`src/dcp_pkg.sv`:
```
package dcp_pkg;

  localparam int ADDR_W = 16;
  localparam int DATA_W = 32;
  localparam int IDX_W = 14;

  // Register indices; byte address is four times the index
  localparam logic [IDX_W-1:0] IDX_ROUTE = 14'h0a03;
  localparam logic [IDX_W-1:0] IDX_INT_MODE = 14'h0a04;
  localparam logic [IDX_W-1:0] IDX_PWR = 14'h0a05;
  localparam logic [IDX_W-1:0] IDX_FRAC_GATE = 14'h0b44;
  localparam logic [IDX_W-1:0] IDX_OUT_GATE = 14'h0b4a;
  localparam logic [IDX_W-1:0] IDX_STATUS = 14'h0c00;

  // Decode one-hot positions
  localparam int SEL_ROUTE = 0;
  localparam int SEL_INT_MODE = 1;
  localparam int SEL_PWR = 2;
  localparam int SEL_FRAC_GATE = 3;
  localparam int SEL_OUT_GATE = 4;
  localparam int SEL_STATUS = 5;
  localparam int SEL_N = 6;

  // Field layout
  localparam int OUT_DIV_N = 2;
  localparam int IN_DIV_N = 4;
  localparam int ROUTE_W = 2;
  localparam int IN_GATE_LSB = 0;
  localparam int FB_GATE_BIT = 5;

  // Reset values
  localparam logic [ROUTE_W-1:0] RST_ROUTE = 2'h0;
  localparam logic [OUT_DIV_N-1:0] RST_INT_MODE = 2'h0;
  localparam logic [OUT_DIV_N-1:0] RST_PWR = 2'h0;
  localparam logic [IN_DIV_N-1:0] RST_IN_GATE = 4'h0;
  localparam logic RST_FB_GATE = 1'b0;
  localparam logic [OUT_DIV_N-1:0] RST_OUT_GATE = 2'h0;

  localparam logic [1:0] RESP_OKAY = 2'h0;
  localparam logic [1:0] RESP_SLVERR = 2'h2;

  typedef enum logic [1:0] {
    ST_IDLE = 2'b01,
    ST_RESP = 2'b10
  } dcp_bus_st_t;

endpackage
```
`src/dcp_div_if.sv`:
```
`timescale 1ns/100ps
interface dcp_div_if;
  import dcp_pkg::*;
  logic [OUT_DIV_N-1:0] power_on;
  logic [OUT_DIV_N-1:0] clk_off;
  logic [OUT_DIV_N-1:0] integer_sel;
  logic [ROUTE_W-1:0] route;
  logic [OUT_DIV_N-1:0] run;
  logic [OUT_DIV_N-1:0] clk_gate_en;
  logic [OUT_DIV_N-1:0] mode;
  logic [ROUTE_W-1:0] route_out;

  modport regs (
    output power_on, clk_off, integer_sel, route,
    input run, clk_gate_en, mode, route_out
  );

  modport ctrl (
    input power_on, clk_off, integer_sel, route,
    output run, clk_gate_en, mode, route_out
  );
endinterface

```
`src/dcp_divider_cfg.sv`:
```
`timescale 1ns/100ps
// Contract
// - Per output divider, 1 integer, 0 fractional
// - Power bit 0 powers divider down
// - Bits 3:0 stop input divider clocks
// - Bit 5 stops feedback divider clock
// - Clock-disable bit gates output divider clock
// - Two-bit field routes dividers to drivers
module dcp_divider_cfg (
  input wire logic core_clk,
  input wire logic rst_n,
  input wire logic clk_en,
  input wire logic [dcp_pkg::ADDR_W-1:0] s_axi_awaddr,
  input wire logic [2:0] s_axi_awprot,
  input wire logic s_axi_awvalid,
  output logic s_axi_awready,
  input wire logic [dcp_pkg::DATA_W-1:0] s_axi_wdata,
  input wire logic [3:0] s_axi_wstrb,
  input wire logic s_axi_wvalid,
  output logic s_axi_wready,
  output logic [1:0] s_axi_bresp,
  output logic s_axi_bvalid,
  input wire logic s_axi_bready,
  input wire logic [dcp_pkg::ADDR_W-1:0] s_axi_araddr,
  input wire logic [2:0] s_axi_arprot,
  input wire logic s_axi_arvalid,
  output logic s_axi_arready,
  output logic [dcp_pkg::DATA_W-1:0] s_axi_rdata,
  output logic [1:0] s_axi_rresp,
  output logic s_axi_rvalid,
  input wire logic s_axi_rready,
  output logic [dcp_pkg::OUT_DIV_N-1:0] out_div_integer_sel,
  output logic [dcp_pkg::OUT_DIV_N-1:0] out_div_power_on,
  output logic [dcp_pkg::OUT_DIV_N-1:0] out_div_clk_en,
  output logic [dcp_pkg::OUT_DIV_N-1:0] out_div_run,
  output logic [dcp_pkg::IN_DIV_N-1:0] input_frac_div_clk_off,
  output logic feedback_frac_div_clk_off,
  output logic [dcp_pkg::ROUTE_W-1:0] out_drv_route
);
  import dcp_pkg::*;

  function automatic logic [SEL_N-1:0] dec_idx(input logic [ADDR_W-1:0] a);
    logic [IDX_W-1:0] idx;
    idx = a[ADDR_W-1:2];
    dec_idx = '0;
    dec_idx[SEL_ROUTE] = (idx == IDX_ROUTE);
    dec_idx[SEL_INT_MODE] = (idx == IDX_INT_MODE);
    dec_idx[SEL_PWR] = (idx == IDX_PWR);
    dec_idx[SEL_FRAC_GATE] = (idx == IDX_FRAC_GATE);
    dec_idx[SEL_OUT_GATE] = (idx == IDX_OUT_GATE);
    dec_idx[SEL_STATUS] = (idx == IDX_STATUS);
  endfunction

  // Configuration registers
  logic [ROUTE_W-1:0] route_q;
  logic [OUT_DIV_N-1:0] int_mode_q;
  logic [OUT_DIV_N-1:0] pwr_q;
  logic [IN_DIV_N-1:0] in_gate_q;
  logic fb_gate_q;
  logic [OUT_DIV_N-1:0] out_gate_q;

  // Bus slave state
  dcp_bus_st_t wst_q;
  dcp_bus_st_t rst_q;
  logic aw_have_q;
  logic w_have_q;
  logic [ADDR_W-1:0] aw_addr_q;
  logic [7:0] w_data_q;
  logic w_lane_q;
  logic awready_q;
  logic wready_q;
  logic bvalid_q;
  logic [1:0] bresp_q;
  logic arready_q;
  logic rvalid_q;
  logic [1:0] rresp_q;
  logic [DATA_W-1:0] rdata_q;

  dcp_div_if div ();

  dcp_out_div_ctrl u_ctrl (
    .core_clk(core_clk),
    .rst_n(rst_n),
    .clk_en(clk_en),
    .div(div)
  );

  assign div.power_on = pwr_q;
  assign div.clk_off = out_gate_q;
  assign div.integer_sel = int_mode_q;
  assign div.route = route_q;

  // Write path decode
  wire aw_take = s_axi_awvalid & awready_q;
  wire w_take = s_axi_wvalid & wready_q;
  wire aw_full = aw_have_q | aw_take;
  wire w_full = w_have_q | w_take;
  wire do_write = (wst_q == ST_IDLE) & aw_full & w_full;
  wire [ADDR_W-1:0] wr_addr = aw_take ? s_axi_awaddr : aw_addr_q;
  wire [7:0] wr_data = w_take ? s_axi_wdata[7:0] : w_data_q;
  wire wr_lane = w_take ? s_axi_wstrb[0] : w_lane_q;
  wire [SEL_N-1:0] wr_sel = dec_idx(wr_addr);
  wire wr_hit = |wr_sel;
  wire [SEL_N-1:0] we = (do_write & wr_lane) ? wr_sel : '0;
  wire b_done = bvalid_q & s_axi_bready;

  // Read path decode
  wire ar_take = s_axi_arvalid & arready_q;
  wire r_done = rvalid_q & s_axi_rready;
  wire [SEL_N-1:0] rd_sel = dec_idx(s_axi_araddr);
  wire rd_hit = |rd_sel;
  wire [DATA_W-1:0] status_word = {{(DATA_W-2*OUT_DIV_N){1'b0}}, div.clk_gate_en, div.run};
  wire [DATA_W-1:0] frac_word =
    {{(DATA_W-FB_GATE_BIT-1){1'b0}}, fb_gate_q, 1'b0, in_gate_q};
  wire [DATA_W-1:0] rd_word =
    ({DATA_W{rd_sel[SEL_ROUTE]}} & {{(DATA_W-ROUTE_W){1'b0}}, route_q}) |
    ({DATA_W{rd_sel[SEL_INT_MODE]}} & {{(DATA_W-OUT_DIV_N){1'b0}}, int_mode_q}) |
    ({DATA_W{rd_sel[SEL_PWR]}} & {{(DATA_W-OUT_DIV_N){1'b0}}, pwr_q}) |
    ({DATA_W{rd_sel[SEL_FRAC_GATE]}} & frac_word) |
    ({DATA_W{rd_sel[SEL_OUT_GATE]}} & {{(DATA_W-OUT_DIV_N){1'b0}}, out_gate_q}) |
    ({DATA_W{rd_sel[SEL_STATUS]}} & status_word);

  // Register file
  always_ff @(posedge core_clk or negedge rst_n) begin
    if (!rst_n) begin
      route_q <= RST_ROUTE;
      int_mode_q <= RST_INT_MODE;
      pwr_q <= RST_PWR;
      in_gate_q <= RST_IN_GATE;
      fb_gate_q <= RST_FB_GATE;
      out_gate_q <= RST_OUT_GATE;
    end else if (clk_en) begin
      if (we[SEL_ROUTE]) begin
        route_q <= wr_data[ROUTE_W-1:0];
      end
      if (we[SEL_INT_MODE]) begin
        int_mode_q <= wr_data[OUT_DIV_N-1:0];
      end
      if (we[SEL_PWR]) begin
        pwr_q <= wr_data[OUT_DIV_N-1:0];
      end
      if (we[SEL_FRAC_GATE]) begin
        in_gate_q <= wr_data[IN_GATE_LSB +: IN_DIV_N];
        fb_gate_q <= wr_data[FB_GATE_BIT];
      end
      if (we[SEL_OUT_GATE]) begin
        out_gate_q <= wr_data[OUT_DIV_N-1:0];
      end
    end
  end

  // Write channels, address and data in either order
  always_ff @(posedge core_clk or negedge rst_n) begin
    if (!rst_n) begin
      wst_q <= ST_IDLE;
      aw_have_q <= 1'b0;
      w_have_q <= 1'b0;
      aw_addr_q <= '0;
      w_data_q <= 8'h00;
      w_lane_q <= 1'b0;
      awready_q <= 1'b1;
      wready_q <= 1'b1;
      bvalid_q <= 1'b0;
      bresp_q <= RESP_OKAY;
    end else if (clk_en) begin
      case (wst_q)
        ST_IDLE: begin
          if (aw_take) begin
            aw_addr_q <= s_axi_awaddr;
          end
          if (w_take) begin
            w_data_q <= s_axi_wdata[7:0];
            w_lane_q <= s_axi_wstrb[0];
          end
          if (do_write) begin
            wst_q <= ST_RESP;
            aw_have_q <= 1'b0;
            w_have_q <= 1'b0;
            awready_q <= 1'b0;
            wready_q <= 1'b0;
            bvalid_q <= 1'b1;
            bresp_q <= wr_hit ? RESP_OKAY : RESP_SLVERR;
          end else begin
            aw_have_q <= aw_full;
            w_have_q <= w_full;
            awready_q <= ~aw_full;
            wready_q <= ~w_full;
          end
        end
        ST_RESP: begin
          if (b_done) begin
            wst_q <= ST_IDLE;
            bvalid_q <= 1'b0;
            awready_q <= 1'b1;
            wready_q <= 1'b1;
          end
        end
        default: begin
          wst_q <= ST_IDLE;
          bvalid_q <= 1'b0;
          awready_q <= 1'b1;
          wready_q <= 1'b1;
        end
      endcase
    end
  end

  // Read channels
  always_ff @(posedge core_clk or negedge rst_n) begin
    if (!rst_n) begin
      rst_q <= ST_IDLE;
      arready_q <= 1'b1;
      rvalid_q <= 1'b0;
      rresp_q <= RESP_OKAY;
      rdata_q <= '0;
    end else if (clk_en) begin
      case (rst_q)
        ST_IDLE: begin
          if (ar_take) begin
            rst_q <= ST_RESP;
            arready_q <= 1'b0;
            rvalid_q <= 1'b1;
            rdata_q <= rd_word;
            rresp_q <= rd_hit ? RESP_OKAY : RESP_SLVERR;
          end
        end
        ST_RESP: begin
          if (r_done) begin
            rst_q <= ST_IDLE;
            arready_q <= 1'b1;
            rvalid_q <= 1'b0;
          end
        end
        default: begin
          rst_q <= ST_IDLE;
          arready_q <= 1'b1;
          rvalid_q <= 1'b0;
        end
      endcase
    end
  end

  assign s_axi_awready = awready_q;
  assign s_axi_wready = wready_q;
  assign s_axi_bvalid = bvalid_q;
  assign s_axi_bresp = bresp_q;
  assign s_axi_arready = arready_q;
  assign s_axi_rvalid = rvalid_q;
  assign s_axi_rresp = rresp_q;
  assign s_axi_rdata = rdata_q;

  // Divider controls
  assign out_div_integer_sel = div.mode;
  assign out_div_power_on = pwr_q;
  assign out_div_clk_en = div.clk_gate_en;
  assign out_div_run = div.run;
  assign input_frac_div_clk_off = in_gate_q;
  assign feedback_frac_div_clk_off = fb_gate_q;
  assign out_drv_route = div.route_out;

endmodule

```
`src/dcp_out_div_ctrl.sv`:
```
`timescale 1ns/100ps
module dcp_out_div_ctrl (
  input wire logic core_clk,
  input wire logic rst_n,
  input wire logic clk_en,
  dcp_div_if.ctrl div
);
  import dcp_pkg::*;

  logic [OUT_DIV_N-1:0] run_q;
  logic [OUT_DIV_N-1:0] gate_q;
  logic [OUT_DIV_N-1:0] mode_q;
  logic [ROUTE_W-1:0] route_q;

  genvar g;
  generate
    for (g = 0; g < OUT_DIV_N; g++) begin : g_div
      always_ff @(posedge core_clk or negedge rst_n) begin
        if (!rst_n) begin
          run_q[g] <= 1'b0;
          gate_q[g] <= 1'b0;
          mode_q[g] <= 1'b0;
        end else if (clk_en) begin
          run_q[g] <= div.power_on[g] & ~div.clk_off[g];
          gate_q[g] <= ~div.clk_off[g];
          mode_q[g] <= div.integer_sel[g];
        end
      end
    end
  endgenerate

  always_ff @(posedge core_clk or negedge rst_n) begin
    if (!rst_n) begin
      route_q <= RST_ROUTE;
    end else if (clk_en) begin
      route_q <= div.route;
    end
  end

  assign div.run = run_q;
  assign div.clk_gate_en = gate_q;
  assign div.mode = mode_q;
  assign div.route_out = route_q;

endmodule

```
`config.mk`:
```
export PLATFORM = sky130hd
export DESIGN_NAME = dcp_divider_cfg
export DESIGN_NICKNAME = d
export VERILOG_FILES = /design/src/dcp_pkg.sv /design/src/dcp_div_if.sv /design/src/dcp_divider_cfg.sv /design/src/dcp_out_div_ctrl.sv
export SDC_FILE = /design/constraint.sdc
export NUM_CORES = 1
export LEC_CHECK = 0
export ABC_AREA = 1
export BUFFER_PORTS_ARGS = -buffer_cell sky130_fd_sc_hd__buf_4
export CAP_MARGIN = 5
export CORE_UTILIZATION = 35
export CTS_CLUSTER_DIAMETER = 120
export DETAILED_ROUTE_END_ITERATION = 8
export SYNTH_ARGS = -nofsm -noshare
export SYNTH_HDL_FRONTEND = slang
export SYNTH_SLANG_ARGS = --single-unit
```
`constraint.sdc`:
```
create_clock -name core_clk -period 2.6 [get_ports core_clk]
set_input_delay 0.26 -clock core_clk [delete_from_list [all_inputs] [get_ports core_clk]]
set_output_delay 0.26 -clock core_clk [all_outputs]
set_load 0.05 [all_outputs]
```
# Word level (Yosys, flattened, before mapping)
# Cells that the tools add are included.
# Widths: inputs -> output; s select.
# totals
reg_bits	91
latch_bits	0
ramBits	0
mem_bits_ro	0
in_bits	82
out_inout_bits	56
word_cells	120
mem_count	0
# classes
addsub	0
multipliers	0
div	0
n_lt_le_gt_ge	0
n_eq_ne	20
shift	0
muxes	28
n_bitwise	27
n_reduce_logical	15
# ops
op	count
$eq 14x12->1 const B	12
$or 32x32->32	5
$and 32x2->32	4
$and 32x4->32	1
$and 32x6->32	1
$reduce_and 3->1	6
$mux 16	1
$reduce_and 2->1	7
$mux 1	12
$mux 2	6
$reduce_or 6->1	2
$and 1x1->1	10
$pmux 1 s2	5
$ne 2x2->1 const B	4
$pmux 2 s2	2
$mux 6	1
$mux 5	1
$eq 2x1->1 const B	2
$eq 2x2->1 const B	2
$not 1->1	4
$or 1x1->1	2

# Longest topological paths before layout
# Gate-level depths: netlist (run 1).
# depth
depth_word	7
depth_mapped	12

# Cells and area by module
# Synthesis (run 1) repeated with hierarchy kept, for this count alone.
# unflattened
hier_cells	454
hier_area_um2	3345.7
# by_module_without_submodules
mod	n_inst	cells_each	area_each_um2	seq_area_each_um2
dcp_divider_cfg	1	421	3042.9	1206.2
dcp_out_div_ctrl	1	33	302.8	200.2

# Least setup slack after synthesis (run 1)
# Ideal clock, no wire load.
# synth_timing
kind	reg2reg
start	register awready_q (netlist: s_axi_awready)
end	register out_gate_q[0] (netlist: div.clk_off[0])
setup_time_ns	0.138
arrival_ns	1.685
required_ns	2.462
path_slack_ns	0.777
stages_incl_launch_ff	13
cell_sequence	dfstp_2 -> nand2_2 -> buf_6 -> inv_2 -> nand2_1 -> nand2_1 -> nand2_2 -> nor2_4 -> inv_2 -> nor2_2 -> nand2_2 -> nand2_1 -> o21ai_1
# synth_via
elab_chain_cells	7
elab_cells_between_ends	9
# synth_lines
item	line	rtl
start: declaration	dcp_divider_cfg.sv:70	logic awready_q;
start signal: assignment	dcp_divider_cfg.sv:186	awready_q <= ~aw_full;
$and 1x1->1 *	dcp_divider_cfg.sv:94	wire aw_take = s_axi_awvalid & awready_q;
$or 1x1->1	dcp_divider_cfg.sv:96	wire aw_full = aw_have_q | aw_take;
$and 1x1->1 (2 in series)	dcp_divider_cfg.sv:98	wire do_write = (wst_q == ST_IDLE) & aw_full & w_full;
$and 1x1->1	dcp_divider_cfg.sv:104	wire [SEL_N-1:0] we = (do_write & wr_lane) ? wr_sel : '0;
$mux 5 *	dcp_divider_cfg.sv:104	
$reduce_and 2->1 (no line) *	n/a	
end signal: assignment	dcp_divider_cfg.sv:147	out_gate_q <= wr_data[OUT_DIV_N-1:0];
end: declaration	dcp_divider_cfg.sv:60	logic [OUT_DIV_N-1:0] out_gate_q;
# Every way passes the cells marked *; elsewhere a longest branch is shown, timed or not.
# A chain may end at the register's enable or synchronous reset.

# Worst setup path in the final report (run 1)
# layout_timing
start	register awready_q (netlist: s_axi_awready)
end	register pwr_q[0] (netlist: out_div_power_on[0])
# layout_via
elab_chain_cells	7
elab_cells_between_ends	9
# layout_lines
item	line	rtl
$and 1x1->1 *	dcp_divider_cfg.sv:94	
$or 1x1->1	dcp_divider_cfg.sv:96	
$and 1x1->1 (2 in series)	dcp_divider_cfg.sv:98	
$and 1x1->1	dcp_divider_cfg.sv:104	
$mux 5 *	dcp_divider_cfg.sv:104	
$reduce_and 2->1 (no line) *	n/a	
end signal: assignment	dcp_divider_cfg.sv:140	pwr_q <= wr_data[OUT_DIV_N-1:0];
end: declaration	dcp_divider_cfg.sv:57	logic [OUT_DIV_N-1:0] pwr_q;
# Marks and branches as above.

==> summary.md, run 1 <==
| Metric | Value |
|---|---|
| CP Class | `register to register` |
| CTS max path bufs | `2` |
| Routability cong. | `0.821` |
| Die height | `98.9 µm` |
| Setup crit start kind | `register` |
| Slew Limit Fails | `0` |
| EDFF count, synth | `0` |
| Adder-cell share of the synthesized area | `0%` |
| Synth Register Bits | `56` |
| Maximum clock rate | `0.523 GHz` |
| Tot GR Track Use | `16.3%` |
| I/O pin cnt | `138` |
| CTS Root Cell | `clkbuf_8` |
| CTS H-tree lvls | `2` |
| # hold bufs at CTS | `0` |
| Synth Area in Compound Gates | `8.88%` |
| Clock network fraction of design power | `18.6%` |
| Slew headroom | `51.7%` |
| Worst Hold Margin | `-0.0356 ns` |
| Gate power share | `43.2%` |
| First-pass GRT wire length | `12800 µm` |
| DP HPWL | `5820 µm` |
| Worst r2r path cells | `9` |
| Mux cell area share after synthesis | `0%` |
| Sw Ratio | `43.5%` |
| Starting Density | `36.9%` |
| Via count | `2994` |
| Critical R2R Capture | `out_div_power_on[0]` |
| Maximum VDD drop | `0.000395 V` |
| Sequential power share | `38.2%` |
| Antenna violations before repair | `0` |
| Yosys warns | `0` |
| Drt via density | `4.69` |
| Vias in the first global route | `2821` |
| Setup Skew | `0.00706 ns` |
| Clk_lat worst skew | `0.32 ns` |
| Mapped cell area | `0.00328 mm²` |
| Cell taking the most area after synthesis | `dfrtp_1` |
| CTS Sinks | `56` |
| Routed Antenna Nets | `0` |
| Minimum clock period | `1.91 ns` |
| Top_reg_cell synth | `dfrtp_1` |
| Setup TNS | `0 ns` |
| Int Pwr | `1.80 mW` |
| First-pass iteration count of the detailed router | `5` |
| PD cells | `818 mW/mm²` |
| I/O Buffers | `68` |
| Placed cell areas | `0.00379 mm²` |
| Main combinational cell family by area after synthesis | `simple AND/OR/NAND/NOR gates` |
| Most frequent cell after synthesis | `nand2_1` |
| Diode count | `0` |
| Worst Path Required | `2.78 ns` |
| Total CTS buffers | `5` |
| Failing checks | `hold timing` |
| Worst Setup EP | `out_div_power_on[0]` |
| Unique cell type count in the Yosys netlist | `29` |
| Wire per inst | `11.8 µm` |
| Final Hold Viols | `11` |
| Maxcap violations | `0` |
| Crit share post-route | `73.6%` |
| Min-delay worst type | `primary input to asynchronous set/reset pin` |
| RSZ-0062 raised after global routing | `no` |
| Leak pwr | `2.08 nW` |
| Area of the die | `0.00977 mm²` |
| Syn_area_per_cell | `7.14 µm²` |
| Area Growth Syn to Fin | `19.1%` |
| Layout cells sized above 1 | `20.2%` |
| Pin count of the biggest net entering global routing | `57` |
| Clock transition at the registers of the reported paths | `0.10 ns` |
| Reg2Reg Setup Slack | `0.69 ns` |
| Fin area | `0.00391 mm²` |
| NetSw | `1.39 mW` |
| Core area | `0.00889 mm²` |
| Status | `finished with violations` |
| GRT overflow | `0` |
| Post-Synth XOR/XNOR Area | `0%` |
| Synth cell count leaders | `144 x nand2_1, 54 x inv_1, 52 x dfrtp_1` |
| Crit path from | `s_axi_awready` |
| # resized after CTS | `0` |
| Worst Setup End Kind | `register` |
| DRC Markers | `0` |
| Post-synth top area share | `39.6%` |
| Worst R2R Start | `s_axi_awready` |
| Leading post-synthesis cells by cell area | `dfrtp_1 40%, nand2_1 16%, buf_4 6.9%` |
| Final setup fails | `0` |
| Gate Count Post-Synth | `460` |
| DRT iter0 DRCs | `133` |
| WL final | `7530 µm` |
| Nets | `611` |
| Postcts setup bufs | `0` |
| CTS tree | `yes` |
| CP arrival | `2.10 ns` |
| Worst slew pin tran | `0.718 ns` |
| Die W | `98.9 µm` |
| Register area share after synthesis | `42.8%` |
| Row cnt | `34` |
| Fraction of registers with async set or reset after synthesis | `100%` |
| Simple-Gate Fraction of Synth Area | `33.5%` |
| Worst Path Max Fanout | `21` |
==> power by group through the flow <==
stage | clock [mW] | combinational (mW) | sequential (mW)
after global routing | 0.646 | 1.57 | 1.26
after floorplan | 0 | 0.880 | 1.42
after global placement | 0 | 1.37 | 1.23
after detailed placement | 0 | 1.39 | 1.24
final | 0.594 | 1.38 | 1.22
after CTS | 0.612 | 1.40 | 1.22
==> flip-flops by register name, summed over array words and instances (netlist names), 2 cells and up <==
signal                  flops
w_data_q                    5
div.route                   2
rst_q                       2
u_ctrl.div.clk_gate_en      2
input_frac_div_clk_off      4
out_div_power_on            2
div.clk_off                 2
div.integer_sel             2
u_ctrl.div.mode             2
u_ctrl.div.route_out        2
wst_q                       2
aw_addr_q                  14
u_ctrl.div.run              2
s_axi_rdata                 5
==> cells by family (layout without fill, tap and decap cells) <==
group           Yosys count  count (layout)
simple gates            251             251
buf+inv                  96             138
compound gates           56              56
flops                    56              56
other cells               1              29
==> layout make-up <==
type	count	area, µm²
Sequential cell	56	1410
Multi-Input combinational cell	336	1500
Tap cell	108	135
Fill cell	948	4980
Clock buffer	5	68.8
Timing Repair Buffer	71	533
Clock inverter	3	46.3
Inverter	59	221
==> worst max-delay path: stages, from the launching register on <==
cell and delay, ns:
dfstp_2 0.55, nand2_2 0.23, inv_2 0.13, nand2_1 0.05, nand2_1 0.09, nand3_1 0.16
nor2_1 0.21, nand3_1 0.18, nand2_1 0.10, o21ai_1 0.06
==> per-stage QoR <==
step | utilization (%) | cells | total power [mW] | setup slack (ns)
after floorplan | - | 488 | 2.30 | 0.777
final | 44.0 | 638 | 3.20 | 0.687
after global placement | 42.7 | 630 | 2.60 | 0.716
after CTS | 44.0 | 638 | 3.23 | 0.692
after global routing | 44.0 | 638 | 3.47 | 0.545
after detailed placement | 42.7 | 630 | 2.63 | 0.714
==> cells in the final DEF (no fill, tap or decap), types with 4 or more instances in the layout <==
cell / synthesis / layout
dfrtp_1: 52 / 52
nor2_1: 36 / 36
buf_4: 30 / 71
nand2_2: 5 / 5
o21ai_0: 31 / 31
nor2_4: 5 / 5
nor3_1: 4 / 4
dfstp_2: 4 / 4
nand4_1: 8 / 8
nor2_2: 6 / 6
nand3_1: 37 / 37
nand2_1: 144 / 144
a21oi_1: 10 / 10
o21ai_1: 9 / 9
inv_1: 54 / 54
conb_1: 1 / 29
clkbuf_8: 0 / 5
inv_2: 5 / 5
==> how the worst min path moves through the flow <==
stage / endpoint / slack (ns) / cells past startpoint
after floorplan: aw_addr_q[10] / -0.04 / 0
final: aw_addr_q[3] / -0.04 / 1
after global placement: aw_addr_q[3] / 0.37 / 1
after detailed placement: aw_addr_q[2] / 0.36 / 1
after global routing: div.route[0] / 0.04 / 1
after CTS: aw_addr_q[3] / 0.01 / 1
==> routing by layer <==
metal  track usage [%]  part of all wire [%]
met2              27.8                    46
met3              3.62                   5.5
met4              4.48                   2.1
met1              20.8                    46
met5                 0                     0
No activity file was read; power rests on OpenSTA's default activity.
==> inputs of run 2 (changes only) <==
==> constraint.sdc (replaced) <==
create_clock -name core_clk -period 1.75 [get_ports core_clk]
set_input_delay 0.175 -clock core_clk [delete_from_list [all_inputs] [get_ports core_clk]]
set_output_delay 0.175 -clock core_clk [all_outputs]
set_load 0.05 [all_outputs]
==> run 2 against run 1 <==
  * The run ends with setup timing left
  * Global-route usage grew 1.1 points
  * Via count grew 5.3%
  * Power grew 78%
  * Critical endpoint is now s_axi_bresp[1]
  * Clock skew grew 0.00054 ns
  * Sequential cell count is the same
  * Critical path depth grew 2
==> summary.md, run 2 (synthesis gave the netlist of run 1 again) <==
| Metric | Value |
|---|---|
| Min-delay worst type | `primary input to register (was primary input to asynchronous set/reset pin)` |
| CP arrival | `2.08 ns (was 2.10 ns)` |
| First-pass iteration count of the detailed router | `4 (was 5)` |
| Area Growth Syn to Fin | `34.9% (was 19.1%)` |
| First-pass GRT wire length | `13600 µm (was 12800 µm)` |
| Maximum clock rate | `0.550 GHz (was 0.523 GHz)` |
| RSZ-0062 raised after global routing | `yes (was no)` |
| I/O Buffers | `68 (unchanged)` |
| GRT overflow | `0 (unchanged)` |
| Crit share post-route | `104% (was 73.6%)` |
| WHS Endpoint | `aw_addr_q[6]` |
| Setup crit start kind | `register (unchanged)` |
| DRT iter0 DRCs | `148 (was 133)` |
| Total CTS buffers | `5 (unchanged)` |
| Worst Setup End Kind | `register (unchanged)` |
| Die W | `98.9 µm (unchanged)` |
| Drt via density | `4.73 (was 4.69)` |
| Commonest non-fill, non-tap cells in the layout | `122 x nand2_1, 93 x buf_4, 52 x inv_1, 52 x dfrtp_1, 31 x nor2_1 (was 144 x nand2_1, 71 x buf_4, 54 x inv_1, 52 x dfrtp_1, 37 x nand3_1)` |
| Worst R2R Start | `s_axi_awready (unchanged)` |
| Maxcap violations | `0 (unchanged)` |
| Via count | `3152 (was 2994)` |
| Post-route setup slack | `-0.0678 ns (was 0.687 ns)` |
| Row cnt | `34 (unchanged)` |
| Util after Layout | `49.8% (was 44.0%)` |
| Worst slew pin tran | `0.728 ns (was 0.718 ns)` |
| DP HPWL | `6080 µm (was 5820 µm)` |
| CTS max path bufs | `2 (unchanged)` |
| Leak pwr | `2.29 nW (was 2.08 nW)` |
| DRC Markers | `0 (unchanged)` |
| Tot GR Track Use | `17.4% (was 16.3%)` |
| Routed Antenna Nets | `0 (unchanged)` |
| Wire per inst | `12.5 µm (was 11.8 µm)` |
| Worst r2r path cells | `11 (was 9)` |
| CTS Root Cell | `clkbuf_8 (unchanged)` |
| WL final | `8330 µm (was 7530 µm)` |
| Diode count | `0 (unchanged)` |
| Die height | `98.9 µm (unchanged)` |
| Fin area | `0.00443 mm² (was 0.00391 mm²)` |
| Layout cells sized above 1 | `31.8% (was 20.2%)` |
| Failing checks | `setup timing (was hold timing)` |
| Worst Path Max Fanout | `8 (was 21)` |
| CTS Sinks | `56 (unchanged)` |
| Slew Limit Fails | `0 (unchanged)` |
| Final setup fails | `10 (was 0)` |
| Max FFs per register | `14 (unchanged)` |
| Sequential power share | `33.2% (was 38.2%)` |
| Biggest register | `aw_addr_q (unchanged)` |
| Core area | `0.00889 mm² (unchanged)` |
| Area of the die | `0.00977 mm² (unchanged)` |
| Maximum VDD drop | `0.000838 V (was 0.000395 V)` |
| NetSw | `2.47 mW (was 1.39 mW)` |
| Status | `finished with violations (unchanged)` |
| Final Hold Viols | `0 (was 11)` |
| Placed cell areas | `0.00396 mm² (was 0.00379 mm²)` |
| Hold path cells | `3` |
| CTS tree | `yes (unchanged)` |
| Worst Path Required | `2.01 ns (was 2.78 ns)` |
| Critical R2R Capture | `s_axi_bresp[1] (was out_div_power_on[0])` |
| Starting Density | `36.9% (unchanged)` |
| Pin count of the biggest net entering global routing | `57 (unchanged)` |
| Setup TNS | `-0.291 ns (was 0 ns)` |
| Setup Skew | `0.00760 ns (was 0.00706 ns)` |
| Commonest non-fill, non-tap cell in the layout | `nand2_1 (unchanged)` |
| Hold Crit Start | `s_axi_awaddr[6]` |
| Routability cong. | `0.835 (was 0.821)` |
| CP Class | `register to register (unchanged)` |
| Dpl ws | `-0.0889 ns (was 0.714 ns)` |
| Antenna violations before repair | `0 (unchanged)` |
| Slew headroom | `51.5% (was 51.7%)` |
| Minimum clock period | `1.82 ns (was 1.91 ns)` |
| Nets | `640 (was 611)` |
| Sw Ratio | `43.5% (about the same)` |
| Clock transition at the registers of the reported paths | `0.10 ns (about the same)` |
| Int Pwr | `3.21 mW (was 1.80 mW)` |
| Vias in the first global route | `2952 (was 2821)` |
| I/O pin cnt | `138 (unchanged)` |
| Gate power share | `50.8% (was 43.2%)` |
| Clock network fraction of design power | `16.0% (was 18.6%)` |
| Clk_lat worst skew | `0.32 ns (about the same)` |
| CTS H-tree lvls | `2 (unchanged)` |
| Crit path from | `s_axi_awready (unchanged)` |
| PD cells | `1280 mW/mm² (was 818 mW/mm²)` |
| Reg2Reg Setup Slack | `-0.07 ns (was 0.69 ns)` |
-- run 2: cell count changes in the layout (fill, tap and decap cells not counted), moves of 4 or more --
cell,change
nand3_2,+9
nand2_2,+13
nand3_1,-12
nand2_1,-22
buf_4,+22
nand2_4,+9
nor2_4,+4
nor2_1,-5
-- run 2: final cells by class --
type	instances	area, µm²
flip-flops and latches	56	1410
inverters	59	224
well taps	108	135
multi-input cells	337	1760
fillers	857	4460
clock inverters	2	38.8
repair buffers	99	777
clock buffers	6	82.6
-- run 2: worst max-delay path by stage --
stage | endpoint | slack, ns | cells after the start
2_1_floorplan | input_frac_div_clk_off[3] | -0.0004 | 10
3_3_place_gp | feedback_frac_div_clk_off | -0.05 | 10
3_5_place_dp | feedback_frac_div_clk_off | -0.09 | 10
4_1_cts | div.clk_off[1] | -0.03 | 11
5_1_grt | feedback_frac_div_clk_off | -0.16 | 9
6_report | s_axi_bresp[1] | -0.07 | 11
-- run 2: what timing repair did --
action	CTS	global route
endpoints found under the setup margin	14	16
hold endpoints to repair	52	0
pin swaps	26	26
setup buffers	5	3
cloned	1	0
gates resized for setup	27	38
hold buffers	1	0
-- run 2: power by group through the flow --
stage | logic, mW | clock network (mW) | registers, mW
2_1_floorplan | 1.33 | 0 | 2.12
3_3_place_gp | 2.24 | 0 | 1.85
3_5_place_dp | 2.28 | 0 | 1.87
4_1_cts | 2.57 | 0.931 | 1.87
5_1_grt | 3.18 | 0.984 | 1.93
6_report | 2.89 | 0.909 | 1.88
-- run 2: routing by layer --
| layer | up-vias | wire, µm | GRT usage [%] |
|---|---|---|---|
| met2 | 110 | 3960 | 29.2 |
| met3 | 21 | 421 | 3.40 |
| met1 | 1433 | 3760 | 22.3 |
| met4 | 0 | 189 | 6.08 |
| li1 | 1588 | - | - |
| met5 | - | 0 | 0 |
-- run 2: per-stage QoR --
step           power, mW  cells  hold slack (ns)
6_report            5.68    667           0.0643
5_1_grt             6.09    667           0.0669
3_3_place_gp        4.09    649            0.278
4_1_cts             5.37    664           0.0615
2_1_floorplan       3.45    488           -0.121
3_5_place_dp        4.15    649            0.283
-- run 2: worst max-delay path, cell delays in order, from the launching register on --
cell	delay, ns
dfstp_4	0.72
nand2_8	0.11
buf_6	0.14
nand2_1	0.08
nand2_2	0.12
nand3_4	0.12
inv_2	0.04
nand2_2	0.08
nor2_4	0.05
nor2_1	0.13
nand2_1	0.10
nand2_1	0.07
==> inputs of run 3 (changes only) <==
--- a/config.mk
+++ b/config.mk
@@ -8,9 +8,11 @@
 export ABC_AREA = 1
 export BUFFER_PORTS_ARGS = -buffer_cell sky130_fd_sc_hd__buf_4
 export CAP_MARGIN = 5
+export CORE_MARGIN = 5
 export CORE_UTILIZATION = 35
 export CTS_CLUSTER_DIAMETER = 120
 export DETAILED_ROUTE_END_ITERATION = 8
 export SYNTH_ARGS = -nofsm -noshare
 export SYNTH_HDL_FRONTEND = slang
 export SYNTH_SLANG_ARGS = --single-unit
+export TNS_END_PERCENT = 10
==> run 3 against run 2 <==
  * The run still ends with setup timing left
  * Clock power is 20% lower
  * Critical path type unchanged
  * Largest power group unchanged
  * First-iteration DRC count is 21% lower
  * Largest cell class unchanged
  * Final cell count is 1.2% lower
  * Core utilization is 4.9 points lower
==> summary.md, run 3 (synthesis gave the netlist of run 1 again) <==
| Metric | Value |
|---|---|
| Biggest register | `aw_addr_q (unchanged)` |
| Nets | `629 (was 640)` |
| Clock transition at the registers of the reported paths | `0.11 ns (was 0.10 ns)` |
| Slew headroom | `52.1% (was 51.5%)` |
| Failing checks | `setup timing (unchanged)` |
| Routability cong. | `0.840 (was 0.835)` |
| I/O Buffers | `68 (unchanged)` |
| Worst slew pin tran | `0.719 ns (was 0.728 ns)` |
| Reg2Reg Setup Slack | `-0.06 ns (was -0.07 ns)` |
| Leak pwr | `2.16 nW (was 2.29 nW)` |
| Routed Antenna Nets | `0 (unchanged)` |
| Crit path top cell by count | `nand2_1 (unchanged)` |
| NetSw | `2.21 mW (was 2.47 mW)` |
| CTS Root Cell | `clkbuf_8 (unchanged)` |
| DRC Markers | `0 (unchanged)` |
| CTS tree | `yes (unchanged)` |
| Via count | `3102 (was 3152)` |
| Area Growth Syn to Fin | `25.7% (was 34.9%)` |
| CTS H-tree lvls | `2 (unchanged)` |
| Slew Limit Fails | `0 (unchanged)` |
| Gate power share | `48.6% (was 50.8%)` |
| Commonest non-fill, non-tap cell in the layout | `nand2_1 (unchanged)` |
| Worst Path Max Fanout | `11 (was 8)` |
| WL final | `8060 µm (was 8330 µm)` |
| Total CTS buffers | `5 (unchanged)` |
| Worst-path cell chain | `buf_12, nand3_1, nand2_2, buf_4, nand2_1, nor2_2, nand4_1, nand2_1, o21ai_1 (was nand2_8, buf_6, nand2_1, nand2_2, nand3_4, inv_2, nand2_2, nor2_4, nor2_1, nand2_1, nand2_1)` |
| CP Class | `register to register (unchanged)` |
| Worst R2R Start | `s_axi_awready (unchanged)` |
| CP max-delay cell | `dfstp_4 (unchanged)` |
| Commonest non-fill, non-tap cells in the layout | `133 x nand2_1, 86 x buf_4, 54 x inv_1, 52 x dfrtp_1, 34 x nor2_1 (was 122 x nand2_1, 93 x buf_4, 52 x inv_1, 52 x dfrtp_1, 31 x nor2_1)` |
| Drt via density | `4.71 (was 4.73)` |
| Pin count of the biggest net entering global routing | `57 (unchanged)` |
| RSZ-0062 raised after global routing | `yes (unchanged)` |
| Die W | `107 µm (was 98.9 µm)` |
| Dpl ws | `-0.0684 ns (was -0.0889 ns)` |
| I/O pin cnt | `138 (unchanged)` |
| Final Hold Viols | `0 (unchanged)` |
| Tot Pwr | `5.00 mW (was 5.68 mW)` |
| Vias in the first global route | `2947 (was 2952)` |
| Worst Path Required | `1.96 ns (was 2.01 ns)` |
| Clock network fraction of design power | `14.6% (was 16.0%)` |
| Maxcap violations | `0 (unchanged)` |
| Wire per inst | `12.2 µm (was 12.5 µm)` |
| DRT iter0 DRCs | `117 (was 148)` |
| GRT overflow | `0 (unchanged)` |
| CTS Sinks | `56 (unchanged)` |
| Diode count | `0 (unchanged)` |
| Worst Setup End Kind | `register (unchanged)` |
| Minimum clock period | `1.81 ns (was 1.82 ns)` |
| Area of the die | `0.0114 mm² (was 0.00977 mm²)` |
| Post-route setup slack | `-0.0552 ns (was -0.0678 ns)` |
| Status | `finished with violations (unchanged)` |
| Worst r2r path cells | `9 (was 11)` |
| Antenna violations before repair | `0 (unchanged)` |
| Int Pwr | `2.79 mW (was 3.21 mW)` |
| Crit share post-route | `103% (was 104%)` |
| Maximum clock rate | `0.554 GHz (was 0.550 GHz)` |
| First-pass iteration count of the detailed router | `4 (unchanged)` |
| PD cells | `1210 mW/mm² (was 1280 mW/mm²)` |
| Sequential power share | `36.8% (was 33.2%)` |
| CTS max path bufs | `2 (unchanged)` |
| Layout cells sized above 1 | `25.7% (was 31.8%)` |
| Clk_lat worst skew | `0.31 ns (was 0.32 ns)` |
| Starting Density | `35.7% (was 36.9%)` |
| Sw Ratio | `44.2% (was 43.5%)` |
| CP arrival | `2.01 ns (was 2.08 ns)` |
| Maximum VDD drop | `0.000680 V (was 0.000838 V)` |
| Row cnt | `35 (was 34)` |
| Hold path cells | `3 (unchanged)` |
| Max FFs per register | `14 (unchanged)` |
| Worst stage delay on the critical path | `0.69 ns (was 0.72 ns)` |
| Tot GR Track Use | `14.3% (was 17.4%)` |
| Critical R2R Capture | `div.route[1] (was s_axi_bresp[1])` |
| Core area | `0.00920 mm² (was 0.00889 mm²)` |
| Die height | `107 µm (was 98.9 µm)` |
| Hold Crit Start | `s_axi_awaddr[7] (was s_axi_awaddr[6])` |
| Setup Skew | `0.00958 ns (was 0.00760 ns)` |
| WHS Endpoint | `aw_addr_q[7] (was aw_addr_q[6])` |
| Min-delay worst type | `primary input to register (unchanged)` |
| First-pass GRT wire length | `13300 µm (was 13600 µm)` |
| Setup crit start kind | `register (unchanged)` |
| DP HPWL | `6310 µm (was 6080 µm)` |
| Final setup fails | `6 (was 10)` |
## run 3: cell count changes in the layout (fill, tap and decap cells not counted), moves of 4 or more
cell	before	now
nand3_1	25	32
nand2_4	9	1
buf_4	93	86
nand2_1	122	133
nand3_2	9	5
nand2_2	18	14
## run 3: power groups by stage
stage                     sequential, mW  clock (mW)  combinational [mW]
final                               1.84       0.728                2.43
after global routing                1.89       0.816                2.70
after CTS                           1.84       0.752                2.40
after detailed placement            1.86           0                2.33
after global placement              1.85           0                2.29
after floorplan                     2.12           0                1.33
## run 3: cell type report
type,count,area (µm²)
repair buffers,89,687
flip-flops and latches,56,1410
clock inverters,2,16.3
clock buffers,6,72.6
inverters,59,221
well taps,111,139
multi-input cells,336,1580
fillers,964,5070
## run 3: repair_timing
| action | in CTS | in global routing |
|---|---|---|
| pin swaps | 8 | 5 |
| buffers inserted | 0 | 0 |
| hold buffers | 1 | 0 |
| resized for setup | 11 | 8 |
| endpoints found under the hold margin | 52 | 0 |
| endpoints found under the setup margin | 13 | 14 |
## run 3: worst max-delay path by stage
stage / startpoint / end / slack (ns) / depth (start not counted)
final: s_axi_awready / div.route[1] / -0.06 / 9
after global routing: s_axi_awready / div.route[1] / -0.17 / 9
after CTS: s_axi_awready / div.clk_off[0] / -0.03 / 11
after detailed placement: s_axi_awready / input_frac_div_clk_off[3] / -0.07 / 9
after global placement: s_axi_awready / input_frac_div_clk_off[3] / -0.04 / 9
after floorplan: s_axi_awready / input_frac_div_clk_off[1] / -0.002 / 10
## run 3: routing by layer
layer	vias up	global-route usage (%)	wire length [µm]	part of all wire, %
li1	1570	-	-	-
met1	1432	18.0	3610	45
met2	92	24.4	3770	47
met3	8	3.85	526	6.5
met4	0	3.56	146	1.8
met5	-	0	0	0
## run 3: per-stage QoR
step / hold WS (ns) / TNS (ns) / cells / instance area, µm² / utilization, %
final: 0.0770 / -0.157 / 659 / 4130 / 44.9
after global routing: 0.0776 / -1.62 / 659 / 4130 / 44.9
after CTS: 0.0671 / -0.163 / 659 / 4100 / 44.6
after detailed placement: 0.289 / -0.495 / 650 / 3960 / 43.0
after global placement: 0.279 / -0.229 / 650 / 3960 / 43.0
after floorplan: -0.121 / -0.00208 / 488 / 3410 / -
## run 3: worst max-delay path: cells and delay by family, from the launching register on
| family | cells | cell delay, ns |
|---|---|---|
| buf+inv | 2 | 0.26 |
| flops | 1 | 0.69 |
| simple gates | 6 | 0.68 |
| compound gates | 1 | 0.06 |
